File: src/verilog/wsc_pkg.sv
package wsc_pkg;

	// Source count and lane layout
	localparam int          NUM_SRC   = 4;
	localparam int          LANE_W    = 8;
	localparam int          SEL_LSB   = 4;
	localparam int          SEL_W     = 3;
	localparam int          REC_LSB   = 2;
	localparam int          REC_W     = 2;
	localparam int          EN_BIT    = 0;
	localparam int          ADR_W     = 8;
	localparam int          DAT_W     = 32;
	localparam int          SEL_BYTES = 4;

	// Word offsets
	localparam logic [7:0]  OFS_CTRL_8_TO_B = 8'h00;
	localparam logic [7:0]  OFS_CTRL_C_TO_F = 8'h04;
	localparam logic [7:0]  OFS_INT_CLEAR   = 8'h08;
	localparam logic [7:0]  OFS_INT_STATUS  = 8'h0C;
	localparam logic [7:0]  OFS_INT_MASK    = 8'h10;

	// Detection codes
	typedef enum logic [2:0] {
		DET_LOW  = 3'h0,
		DET_HIGH = 3'h1,
		DET_FALL = 3'h2,
		DET_RISE = 3'h3,
		DET_BOTH = 3'h4
	} wsc_detect_e;

	// Edge record codes
	localparam logic [1:0]  REC_NONE = 2'h0;
	localparam logic [1:0]  REC_RISE = 2'h1;
	localparam logic [1:0]  REC_FALL = 2'h2;

	// Reset values
	localparam logic [2:0]  SEL_RST  = 3'h2;
	localparam logic [1:0]  REC_RST  = 2'h0;
	localparam logic        EN_RST   = 1'b0;
	localparam logic [3:0]  MASK_RST = 4'h0;
	localparam logic [31:0] DAT_ZERO = 32'h0000_0000;

	// Wishbone request from the master
	typedef struct packed {
		logic                 cyc;
		logic                 stb;
		logic                 we;
		logic [ADR_W-1:0]     adr;
		logic [SEL_BYTES-1:0] sel;
		logic [DAT_W-1:0]     dat;
	} wsc_wb_req_s;

	// Wishbone answer to the master
	typedef struct packed {
		logic             ack;
		logic [DAT_W-1:0] dat;
	} wsc_wb_rsp_s;

endpackage : wsc_pkg

File: src/verilog/wsc_edge_detect.sv
`timescale 1ns/1ps
module wsc_edge_detect (
	// Clock and reset
	input  wire logic                 i_clock,
	input  wire logic                 i_rst,
	// Pin and mode
	input  wire logic                 i_level,
	input  wire wsc_pkg::wsc_detect_e i_mode,
	// Detection
	output logic                      o_hit,
	output logic                      o_rise,
	output logic                      o_fall
);
	import wsc_pkg::*;

	typedef struct packed {
		logic prev;
		logic primed;
	} wsc_det_state_s;

	wsc_det_state_s state;
	wsc_det_state_s next_state;
	logic           rise;
	logic           fall;

	// No edge before the first sample, avoids a false edge out of reset
	assign rise = state.primed & ~state.prev & i_level;
	assign fall = state.primed & state.prev & ~i_level;
	assign o_rise = rise;
	assign o_fall = fall;

	always_comb begin
		next_state        = state;
		next_state.prev   = i_level;
		next_state.primed = 1'b1;
		case (i_mode)
			DET_LOW:  o_hit = ~i_level;
			DET_HIGH: o_hit = i_level;
			DET_FALL: o_hit = fall;
			DET_RISE: o_hit = rise;
			DET_BOTH: o_hit = rise | fall;
			default:  o_hit = 1'b0;
		endcase
	end

	always_ff @(posedge i_clock or posedge i_rst) begin
		if (i_rst) begin
			state <= '0;
		end else begin
			state <= next_state;
		end
	end

endmodule : wsc_edge_detect

File: src/verilog/wsc_wake_config.sv
`timescale 1ns/1ps
// Overview of operation
// - Selector picks low, high, falling, rising, both.
// - Two-bit record shows rising, falling or both.
// - Record meaningful only in both-edge mode.
// - Software reads back the edge that woke.
// - Interrupt clear also zeroes the edge record.
// - Sources B,A,9,8 occupy lanes top to bottom.
module wsc_wake_config (
	// Clock and reset
	input  wire logic                           i_clock,
	input  wire logic                           i_rst,
	// Register bus
	input  wire wsc_pkg::wsc_wb_req_s           i_wb,
	output wsc_pkg::wsc_wb_rsp_s                o_wb,
	// Wake source pins, bit 0 is source 8
	input  wire logic [wsc_pkg::NUM_SRC-1:0]    i_wake_src,
	// Results
	output logic                                o_wake_req,
	output logic                                o_irq
);
	import wsc_pkg::*;

	typedef struct packed {
		logic                            ack;
		logic [DAT_W-1:0]                rdata;
		logic [NUM_SRC-1:0][SEL_W-1:0]   sel;
		logic [NUM_SRC-1:0][REC_W-1:0]   rec;
		logic [NUM_SRC-1:0]              en;
		logic [NUM_SRC-1:0][SEL_W-1:0]   sel_hi;
		logic [NUM_SRC-1:0]              en_hi;
		logic [NUM_SRC-1:0]              pend;
		logic [NUM_SRC-1:0]              mask;
		logic                            irq;
		logic                            wake;
	} wsc_state_s;

	wsc_state_s         state;
	wsc_state_s         next_state;
	logic [NUM_SRC-1:0] hit;
	logic [NUM_SRC-1:0] rise;
	logic [NUM_SRC-1:0] fall;

	// Per-source detectors
	genvar g;
	generate
		for (g = 0; g < NUM_SRC; g++) begin : g_src
			wsc_edge_detect u_det (
				.i_clock (i_clock),
				.i_rst   (i_rst),
				.i_level (i_wake_src[g]),
				.i_mode  (wsc_detect_e'(state.sel[g])),
				.o_hit   (hit[g]),
				.o_rise  (rise[g]),
				.o_fall  (fall[g])
			);
		end
	endgenerate

	// Pack one control register from its fields
	function automatic logic [DAT_W-1:0] pack_ctrl(
		input logic [NUM_SRC-1:0][SEL_W-1:0] s,
		input logic [NUM_SRC-1:0][REC_W-1:0] r,
		input logic [NUM_SRC-1:0]            e
	);
		logic [DAT_W-1:0] v;
		v = DAT_ZERO;
		for (int i = 0; i < NUM_SRC; i++) begin
			v[LANE_W*i+SEL_LSB +: SEL_W] = s[i];
			v[LANE_W*i+REC_LSB +: REC_W] = r[i];
			v[LANE_W*i+EN_BIT]           = e[i];
		end
		// top bit and spare bit stay zero
		return v;
	endfunction : pack_ctrl

	logic                req;
	logic [NUM_SRC-1:0]  clr_int;
	logic [NUM_SRC-1:0]  clr_stat;
	logic [NUM_SRC-1:0]  set_pend;
	logic [DAT_W-1:0]    wd;

	always_comb begin
		next_state      = state;
		next_state.ack  = 1'b0;
		next_state.wake = 1'b0;
		clr_int         = '0;
		clr_stat        = '0;
		wd              = i_wb.dat;
		// One wait-free answer per request, ack dropped next cycle
		req             = i_wb.cyc & i_wb.stb & ~state.ack;

		if (req) begin
			next_state.ack = 1'b1;
			if (i_wb.we) begin
				case (i_wb.adr)
					OFS_CTRL_8_TO_B: begin
						for (int i = 0; i < NUM_SRC; i++) begin
							if (i_wb.sel[i]) begin
								// enable gates wake, selector order is software's
								next_state.sel[i] = wd[LANE_W*i+SEL_LSB +: SEL_W];
								next_state.en[i]  = wd[LANE_W*i+EN_BIT];
							end
						end
					end
					OFS_CTRL_C_TO_F: begin
						for (int i = 0; i < NUM_SRC; i++) begin
							if (i_wb.sel[i]) begin
								next_state.sel_hi[i] = wd[LANE_W*i+SEL_LSB +: SEL_W];
								next_state.en_hi[i]  = wd[LANE_W*i+EN_BIT];
							end
						end
					end
					OFS_INT_CLEAR: begin
						if (i_wb.sel[0]) begin
							clr_int = wd[NUM_SRC-1:0];
						end
					end
					OFS_INT_STATUS: begin
						if (i_wb.sel[0]) begin
							clr_stat = wd[NUM_SRC-1:0];
						end
					end
					OFS_INT_MASK: begin
						if (i_wb.sel[0]) begin
							next_state.mask = wd[NUM_SRC-1:0];
						end
					end
					default: begin
						// Unmapped write is acked and dropped
					end
				endcase
				next_state.rdata = DAT_ZERO;
			end else begin
				case (i_wb.adr)
					OFS_CTRL_8_TO_B: next_state.rdata = pack_ctrl(state.sel, state.rec, state.en);
					OFS_CTRL_C_TO_F: next_state.rdata = pack_ctrl(state.sel_hi, '0, state.en_hi);
					OFS_INT_STATUS:  next_state.rdata = {{(DAT_W-NUM_SRC){1'b0}}, state.pend};
					OFS_INT_MASK:    next_state.rdata = {{(DAT_W-NUM_SRC){1'b0}}, state.mask};
					default:         next_state.rdata = DAT_ZERO;
				endcase
			end
		end

		// Only enabled sources raise a wake request
		set_pend = hit & state.en;

		for (int i = 0; i < NUM_SRC; i++) begin
			// clear register also zeroes the record
			if (clr_int[i]) begin
				next_state.rec[i] = REC_NONE;
			end
			if (set_pend[i] && state.sel[i] == DET_BOTH) begin
				next_state.rec[i] = (clr_int[i] ? REC_NONE : state.rec[i])
					| (rise[i] ? REC_RISE : REC_NONE)
					| (fall[i] ? REC_FALL : REC_NONE);
			end
		end

		// New event wins over a clear in the same cycle
		next_state.pend = (state.pend & ~(clr_int | clr_stat)) | set_pend;
		next_state.irq  = |(next_state.pend & next_state.mask);
		next_state.wake = |set_pend;
	end

	always_ff @(posedge i_clock or posedge i_rst) begin
		if (i_rst) begin
			state.ack    <= 1'b0;
			state.rdata  <= DAT_ZERO;
			state.sel    <= {NUM_SRC{SEL_RST}};
			state.rec    <= {NUM_SRC{REC_RST}};
			state.en     <= {NUM_SRC{EN_RST}};
			state.sel_hi <= {NUM_SRC{SEL_RST}};
			state.en_hi  <= {NUM_SRC{EN_RST}};
			state.pend   <= '0;
			state.mask   <= MASK_RST;
			state.irq    <= 1'b0;
			state.wake   <= 1'b0;
		end else begin
			state <= next_state;
		end
	end

	// All outputs straight from flops
	assign o_wb.ack   = state.ack;
	assign o_wb.dat   = state.rdata;
	assign o_irq      = state.irq;
	assign o_wake_req = state.wake;

endmodule : wsc_wake_config

File: config.mk
export PLATFORM = sky130hd
export DESIGN_NAME = wsc_wake_config
export DESIGN_NICKNAME = d
export VERILOG_FILES = /design/src/verilog/wsc_pkg.sv /design/src/verilog/wsc_edge_detect.sv /design/src/verilog/wsc_wake_config.sv
export SDC_FILE = /design/constraint.sdc
export NUM_CORES = 1
export LEC_CHECK = 0
export ABC_CLOCK_PERIOD_IN_PS = 2470
export BUFFER_PORTS_ARGS = -buffer_cell sky130_fd_sc_hd__buf_2
export CELL_PAD_IN_SITES_DETAIL_PLACEMENT = 1
export CELL_PAD_IN_SITES_GLOBAL_PLACEMENT = 1
export CORE_ASPECT_RATIO = 0.8
export CORE_UTILIZATION = 39
export CTS_BUF_LIST = sky130_fd_sc_hd__clkbuf_4 sky130_fd_sc_hd__clkbuf_8
export DETAILED_ROUTE_END_ITERATION = 10
export HOLD_SLACK_MARGIN = 0.05
export PLACE_DENSITY = 0.87
export SLEW_MARGIN = 10
export SYNTH_ARGS = -nofsm -noshare
export SYNTH_HDL_FRONTEND = slang
export SYNTH_SLANG_ARGS = --single-unit
File: constraint.sdc
create_clock -name i_clock -period 2.47 [get_ports i_clock]
set_clock_uncertainty 0.2 [all_clocks]
set_input_delay 0.247 -clock i_clock [delete_from_list [all_inputs] [get_ports i_clock]]
set_output_delay 0.247 -clock i_clock [all_outputs]
set_load 0.01 [all_outputs]
==> results of run 1 <==
worst min-delay path by stage:
stage                  start                 endpoint  slack (ns)  cells after the start
2_1_floorplan  i_wake_src[0]  g_src[0].u_det.state[1]        0.08                      0
5_1_grt             i_wb[41]                  o_wb[1]        0.14                      3
6_report            i_wb[41]                  o_wb[1]        0.15                      3
3_5_place_dp           i_rst                 o_wb[20]        0.21                      3
4_1_cts             i_wb[41]                  o_wb[1]        0.14                      3
3_3_place_gp           i_rst                 o_wb[20]        0.19                      3
worst max-delay path, stage by stage, from the launching register on:
cell	delay, ns
dfrtp_1	0.37
nand3b_1	0.18
inv_1	0.12
and4_1	0.33
mux2_2	0.38
a21boi_0	0.16
a2111o_1	0.45
stage by stage:
step                cell area [um^2]  instances
floorplan                       3971        367
global route                    4767        586
CTS                             4767        586
finish                          4767        586
global placement                4344        548
detailed placement              4344        548
kinds of logic after synthesis:
family	Yosys count
and+or+nand+nor	112
AOI/OAI and AO/OA	81
DFF	81
buffers and inverters	48
muxes	36
other	2
xor gates and xnor gates	1
cell usage in the layout (no fill, tap or decap), types with 10 or more instances in the layout:
master	Yosys	final
nand2_1	52	52
buf_4	34	18
nor2_1	14	14
dlygate4sd3_1	0	24
o21ai_0	29	29
mux2_2	36	36
a22oi_1	19	19
dfrtp_1	73	73
buf_2	0	67
clkbuf_8	0	10
routing by layer:
| layer | global-route usage (%) | up-vias |
|---|---|---|
| met5 | 0 | - |
| met1 | 25.31 | 1528 |
| li1 | - | 1424 |
| met3 | 4.825 | 18 |
| met4 | 7.684 | 0 |
| met2 | 38.13 | 65 |
cell type report:
cell class	instances	area, um^2
fillers	1116	4962
repair buffers	111	750.7
inverters	6	26.28
well taps	136	170.2
clock inverters	4	45.04
clock buffers	10	137.6
flip-flops and latches	81	2037
multi-input cells	238	1600
registers in the layout (all words and copies together) (netlist names):
register and flops:
g_src.u_det.state 5, state 48, o_irq 1, o_wb 26, o_wake_req 1
power by group:
group | internal [mW] | switching [mW] | total (mW)
Combinational | 0.0829 | 0.105 | 0.188
Sequential | 1.34 | 0.0146 | 1.36
Clock | 0.478 | 0.451 | 0.930
Total | 1.90 | 0.571 | 2.47
==> results.txt, run 1 <==
VDD IR-drop max - 0.0002050 V
Post-synth EDFFs - 0
share of post-route cells with drive strength above 1 - 34.22%
WP data arrival - 2.35 ns
post-layout min period - 2.321 ns
Final HPWL DP - 7.540 mm
Power per Cell Area - 518.9 nW/um^2
worst hold slack - 0.1462 ns
cells after synthesis - 361
Total GRT Usage - 21.45%
r2r endpoint - o_irq
CTS H-tree lvls - 3
Worst R2R Start - o_wb[32]
post-layout power - 2.474 mW
area grow syn2layout - 20.84%
die height - 91.96 um
Post-synth top flop - dfrtp_1
core area - 9729 um^2
CTS Buffer Depth - 2
diodes inserted - 0
Async S/R FF share, synth - 100.0%
syn_area_per_cell - 10.93 um^2
CP endpoint kind - flip-flop
DR top layer - met4
DRT iter0 DRCs - 171
count of cells resized by post-cts repair - 0
Reg2Reg Depth - 6
CTS tree - built
RSZ-0062 raised after global routing - no
Post-CTS Hold Buffers - 24
die area - 10520 um^2
Fin. Hold Viols - 0
FF-to-FF setup slack - 0.15 ns
Met2 Routed Length - 5.489 mm
pre-CTS setup slack - 0.09430 ns
first-pass iteration count of the detailed router - 4
CP endpoint - o_irq
routability congestion estimate - 0.8685
required time worst endpoint - 2.50 ns
status - finished, final reports clean
Worst-path clk slew - 0.08 ns
number of global-route vias before repair - 3357
most common cell in the netlist - dfrtp_1
Min-Delay Path Class - primary input to flip-flop
crit path launch - o_wb[32]
crit path kind - flip-flop to flip-flop
die width - 114.4 um
antenna violations before repair - 0
Routed WL - 10.48 mm
DRC - 0
CTS buffer count - 9
area share of fa/ha/maj cells after synthesis - 0%
largest net degree at the start of global routing - 82
first-pass GRT wire length - 16.84 mm
Post CTS Setup Buffer Count - 0
post-layout utilization of the core - 49.00%
top-area cell type share of the netlist area - 46.31%
CP Max Fanout - 4
I/O Pins - 88
metal3 WL - 402 um
Final nets - 500
root buf cell - clkbuf_8
clk_lat worst skew - 0.35 ns
Synth Warn # - 0
M1 wire length - 4.413 mm
period utilisation layout - 93.98%
Startpoint Class - flip-flop
register area share after synthesis - 51.63%
# Max-Cap Violations - 0
mux cell area share after synthesis - 10.28%
clock sinks - 81
Starting Density - 40.55%
PnR worst setup slack - 0.1488 ns
Cell variety after synth - 49
top cells by area, synth - dfrtp_1 46%, mux2_2 10%, buf_4 6.5%
detailed-route via count - 3035
xor and xnor area share after synthesis - 0.2220%
Compound-Gate Fraction of Synth Area - 14.18%
final setup vio count - 0
Netlist Area Pre-Place - 3945 um^2
largest family of logic cells by synthesized area - simple AND/OR/NAND/NOR gates
fraction of the mapped netlist area in simple logic gates - 15.13%
Max Clock Freq - 430.8 MHz
Synth area leader - dfrtp_1
Max Slew Vio Count - 0
WL per Instance - 17.89 um
Lkg Pwr - 2.269 nW
flops & latches, synth - 81
post-route ant nets - 0
GRT overflow - 0
vias per cell - 5.179
setup TNS - 0 ns
FP Rows - 32
PortBufs - 67
Synth top cells by count - 73 x dfrtp_1, 52 x nand2_1, 36 x mux2_2
(Power assumes the default switching activity.)
==> run 2, diff against run 1 <==
==> constraint.sdc (replaced) <==
create_clock -name i_clock -period 2.47 [get_ports i_clock]
set_clock_uncertainty 0.2 [all_clocks]
set_input_delay 0.1235 -clock i_clock [delete_from_list [all_inputs] [get_ports i_clock]]
set_output_delay 0.1235 -clock i_clock [all_outputs]
set_load 0.01 [all_outputs]
==> run 2 against run 1 <==
Net effect:
- combinational power is essentially flat
- power grew 6.3%
- non-clock buffer count shrank 4
- die area unchanged
- global-route usage is essentially flat
- via count increased by 2.1%
- sequential power about the same
- highest routed layer unchanged
==> results.txt, run 2 (same netlist as run 1, synthesis figures left out) <==
post-route ant nets - 0
Largest Register - state
crit path kind - primary input to flip-flop
root buf cell - clkbuf_8
area grow syn2layout - 20.81%
WP data arrival - 2.38 ns
number of global-route vias before repair - 3349
CTS H-tree lvls - 3
first-pass GRT wire length - 16.98 mm
antenna violations before repair - 0
DP Cell Count - 543
Fin. Hold Viols - 0
PnR worst setup slack - 0.1151 ns
final setup vio count - 0
Reg2Reg Depth - 6
# Max-Cap Violations - 0
Power per Cell Area - 551.6 nW/um^2
I/O Pins - 88
Lkg Pwr - 2.264 nW
Routed WL - 10.58 mm
period utilisation layout - 95.34%
Max Clock Freq - 424.6 MHz
RSZ-0062 raised after global routing - no
pre-CTS setup slack - 0.002859 ns
Min-Delay Path Depth - 4
Starting Density - 40.55%
Final nets - 496
Total GRT Usage - 21.46%
GRT overflow - 0
FP Rows - 32
CP Max Fanout - 4
die area - 10520 um^2
Finished Layout Cells - 584
CP endpoint kind - flip-flop
largest net degree at the start of global routing - 50
die width - 114.4 um
share of post-route cells with drive strength above 1 - 33.71%
Max Slew Vio Count - 0
Min-Delay Path Class - primary input to flip-flop
Final HPWL DP - 7.851 mm
CTS buffer count - 9
commonest non-fill, non-tap cells in the layout - 73 x dfrtp_1, 67 x buf_2, 52 x nand2_1, 36 x mux2_2, 29 x o21ai_0
VDD IR-drop max - 0.0002643 V
DRC - 0
status - finished, final reports clean
die height - 91.96 um
Crit-path slowest cell - dlygate4sd3_1
worst slew pin tran - 0.6091 ns
diodes inserted - 0
vias per cell - 5.308
CTS Buffer Depth - 2
clk_lat worst skew - 0.35 ns
Post CTS Setup Buffer Count - 0
worst hold slack - 0.1028 ns
core area - 9729 um^2
setup TNS - 0 ns
required time worst endpoint - 2.49 ns
post-layout min period - 2.355 ns
Startpoint Class - primary input
detailed-route via count - 3100
WL per Instance - 18.12 um
routability congestion estimate - 0.8678
most common cell after layout, fill and taps aside - dfrtp_1
CTS tree - built
PortBufs - 67
cells along the critical path - dlygate4sd3_1 > buf_2 > nor3_1 > and4_1 > mux2_2 > a21boi_0 > a2111o_1
max incr delay on CP - 0.54 ns
Worst-path clk slew - 0.08 ns
clock sinks - 81
DRT iter0 DRCs - 127
count of cells resized by post-cts repair - 0
first-pass iteration count of the detailed router - 4
max reg flops - 48
worst relative slew slack - 59.35%
post-layout utilization of the core - 48.98%
Post-CTS Hold Buffers - 25
==> run 2: cell count changes in the layout (fill, tap and decap cells not counted), sizes merged <==
cell,change
clkbuf,+2
clkinvlp,-1
buf,-5
bufinv,+1
dlygate4sd3,+1
==> run 2: layer usage <==
metal	vias to the layer above	wire length [um]	GRT usage [%]
met1	1591	4527	26.04
met3	19	436	5.552
met5	-	0	0
met4	0	224	6.277
met2	74	5392	37.42
li1	1416	-	-
==> run 2: report_power, final <==
| part | internal, mW | switching [mW] |
|---|---|---|
| registers | 1.34 | 0.0143 |
| clock network | 0.608 | 0.474 |
| logic | 0.0813 | 0.109 |
==> run 2: through the flow <==
| step | power (mW) | instance area [um^2] |
|---|---|---|
| after floorplan | 1.460 | 3968 |
| after detailed placement | 1.540 | 4292 |
| final | 2.629 | 4766 |
| after global placement | 1.530 | 4292 |
| after global routing | 2.700 | 4766 |
| after CTS | 2.644 | 4766 |
==> run 2: path summary, 6_finish.rpt <==
| path | startpoint | end | slack (ns) |
|---|---|---|---|
| worst max-delay path | i_wb[41] | o_irq | 0.12 |
| min in group asynchronous | i_rst | o_wb[12] | 0.17 |
| worst max register to register | o_wb[32] | o_irq | 0.15 |
| worst min-delay path | i_wb[45] | o_wb[32] | 0.10 |
| worst min register to register | o_wb[12] | o_wb[12] | 0.28 |
| max in group asynchronous | i_rst | state[24] | 1.19 |
==> run 2: cell type report <==
class | count | area, um^2
Sequential cell | 81 | 2037
Timing Repair Buffer | 107 | 710.7
Fill cell | 1105 | 4964
Inverter | 6 | 23.77
Tap cell | 136 | 170.2
Clock inverter | 4 | 77.57
Clock buffer | 12 | 146.4
Multi-Input combinational cell | 238 | 1600
==> run 2: critical path, delay by kind of cell <==
family                 cells  cell delay [ns]
multiplexers               1             0.37
AND/OR/NAND/NOR            2             0.54
buffers and inverters      2             0.71
AO/OA/AOI/OAI              2             0.63
==> run 3, diff against run 2 <==
--- a/config.mk
+++ b/config.mk
@@ -9,9 +9,10 @@
 export BUFFER_PORTS_ARGS = -buffer_cell sky130_fd_sc_hd__buf_2
 export CELL_PAD_IN_SITES_DETAIL_PLACEMENT = 1
 export CELL_PAD_IN_SITES_GLOBAL_PLACEMENT = 1
-export CORE_ASPECT_RATIO = 0.8
+export CORE_ASPECT_RATIO = 0.6
 export CORE_UTILIZATION = 39
 export CTS_BUF_LIST = sky130_fd_sc_hd__clkbuf_4 sky130_fd_sc_hd__clkbuf_8
+export CTS_CLUSTER_DIAMETER = 150
 export DETAILED_ROUTE_END_ITERATION = 10
 export HOLD_SLACK_MARGIN = 0.05
 export PLACE_DENSITY = 0.87
==> run 3 against run 2 <==
Net effect:
- via count down 1.8%
- first-iteration DRC count up 11%
- sequential share of layout area down 0.16 points
- final cell count up 0.34%
- maximum frequency down 0.15%
- count of clock-buffer cells in the layout unchanged
- final area up 0.37%
- wire length up 2.4%
- die area about the same
- largest cell class unchanged
==> results.txt, run 3 (same netlist as run 1, synthesis figures left out) <==
post-layout power - 2.529 mW
GRT overflow - 0
DRT iter0 DRCs - 141
crit path kind - primary input to flip-flop
switching part of the total power - 23.45%
Power per Cell Area - 528.6 nW/um^2
most common cell after layout, fill and taps aside - dfrtp_1
clock sinks - 81
post-layout utilization of the core - 48.59%
CTS buffer count - 9
Stages on worst setup path - 7
area grow syn2layout - 21.25%
Clock Power Share - 38.7%
I/O Pins - 88
diodes inserted - 0
die width - 131.8 um
commonest non-fill, non-tap cells in the layout - 73 x dfrtp_1, 67 x buf_2, 52 x nand2_1, 36 x mux2_2, 29 x o21ai_0
vias per cell - 5.195
Final nets - 500
multi-input combinational cell area - 1600 um^2
period utilisation layout - 95.49%
CTS tree - built
antenna violations before repair - 0
worst slew pin tran - 0.5562 ns
share of post-route cells with drive strength above 1 - 33.70%
Max Slew Vio Count - 0
die height - 79.91 um
Lkg Pwr - 2.271 nW
Startpoint Class - primary input
Logic pwr share - 7.6%
DP Cell Count - 543
Crit-path slowest cell - dlygate4sd3_1
Max Clock Freq - 424.0 MHz
clk_lat worst skew - 0.36 ns
Starting Density - 40.07%
sequential group share of total power - 53.6%
die area - 10530 um^2
Finished Layout Cells - 586
worst hold slack - 0.08728 ns
VDD IR-drop max - 0.0003263 V
Min-Delay Path Class - primary input to flip-flop
Register Area - 2037 um^2
Total GRT Usage - 22.11%
worst relative slew slack - 61.96%
WL per Instance - 18.49 um
CP Max Fanout - 4
NetSw - 0.5929 mW
root buf cell - clkbuf_8
routability congestion estimate - 0.8819
final setup vio count - 0
detailed-route via count - 3044
max incr delay on CP - 0.54 ns
largest net degree at the start of global routing - 82
post-layout min period - 2.358 ns
post-route ant nets - 0
core area - 9844 um^2
FP Rows - 28
WP data arrival - 2.40 ns
number of global-route vias before repair - 3321
CTS H-tree lvls - 3
Reg2Reg Depth - 6
DRC - 0
status - finished, final reports clean
Fin. Hold Viols - 0
cells along the critical path - dlygate4sd3_1 > buf_2 > nor3_1 > and4_1 > mux2_2 > a21boi_0 > a2111o_1
setup TNS - 0 ns
Final HPWL DP - 7.791 mm
Worst-path clk slew - 0.08 ns
P_int - 1.936 mW
first-pass GRT wire length - 17.48 mm
FILL cells - 1086
Min-Delay Path Depth - 4
CTS Buffer Depth - 2
RSZ-0062 raised after global routing - no
PortBufs - 67
Buf+Inv Stages, Crit Path - 2
Largest Register - state
first-pass iteration count of the detailed router - 6
required time worst endpoint - 2.51 ns
Routed WL - 10.84 mm
CP endpoint kind - flip-flop
CP top delay family - buffers and inverters
max reg flops - 48
# Max-Cap Violations - 0
[run 3: changes by cell type in the layout (fill, tap and decap cells not counted), sizes merged]
cell,before,now
buf,82,84
bufinv,2,1
clkinv,3,2
clkinvlp,0,1
dlygate4sd3,25,27
[run 3: metrics by stage]
step	setup WS (ns)	area (um^2)
after floorplan	0.07965	3968
after global placement	0.1539	4310
after detailed placement	0.005411	4310
after CTS	0.06881	4776
after global routing	0.05995	4783
final	0.1115	4783
[run 3: final cells by class]
type / instances / area share [%]
clock inverter: 3 / 0.8894
multi-input combinational: 238 / 33.46
timing repair buffer: 111 / 15.85
tap: 135 / 3.531
clock buffer: 12 / 3.191
inverter: 6 / 0.4970
sequential: 81 / 42.58
[run 3: repair_timing]
item | 4_1_cts | 5_1_grt
gates resized for setup | 0 | 0
hold endpoints to repair | 135 | 0
setup endpoints to repair | 0 | 8
hold buffers | 27 | 0
setup buffers | 0 | 1
[run 3: routing by layer]
metal | GRT usage, % | share of wire [%]
met3 | 5.016 | 3.4
met2 | 37.25 | 48
met1 | 28.46 | 47
met5 | 0 | 0
met4 | 6.860 | 1.1
[run 3: path summary, 6_finish.rpt]
check	from	end	slack, ns
max	i_wb[41]	o_irq	0.11
min	i_wb[40]	o_wb[22]	0.09
max reg2reg	o_wb[32]	o_irq	0.15
min reg2reg	o_wb[2]	o_wb[2]	0.28
max in group asynchronous	i_rst	state[48]	1.50
min in group asynchronous	i_rst	o_wb[20]	0.17
[run 3: worst min-delay path, delay by kind of cell]
kind	cells	cell delay [ns]
buffers and inverters	1	0.17
and+or+nand+nor	1	0.08
AOI/OAI and AO/OA	2	0.23
[run 3: power by group through the flow]
stage	sequential, mW	combinational (mW)	clock, mW
after floorplan	1.38	0.0842	0
after global placement	1.38	0.151	0
after detailed placement	1.38	0.158	0
after CTS	1.36	0.193	1.02
after global routing	1.36	0.212	1.06
final	1.36	0.193	0.979
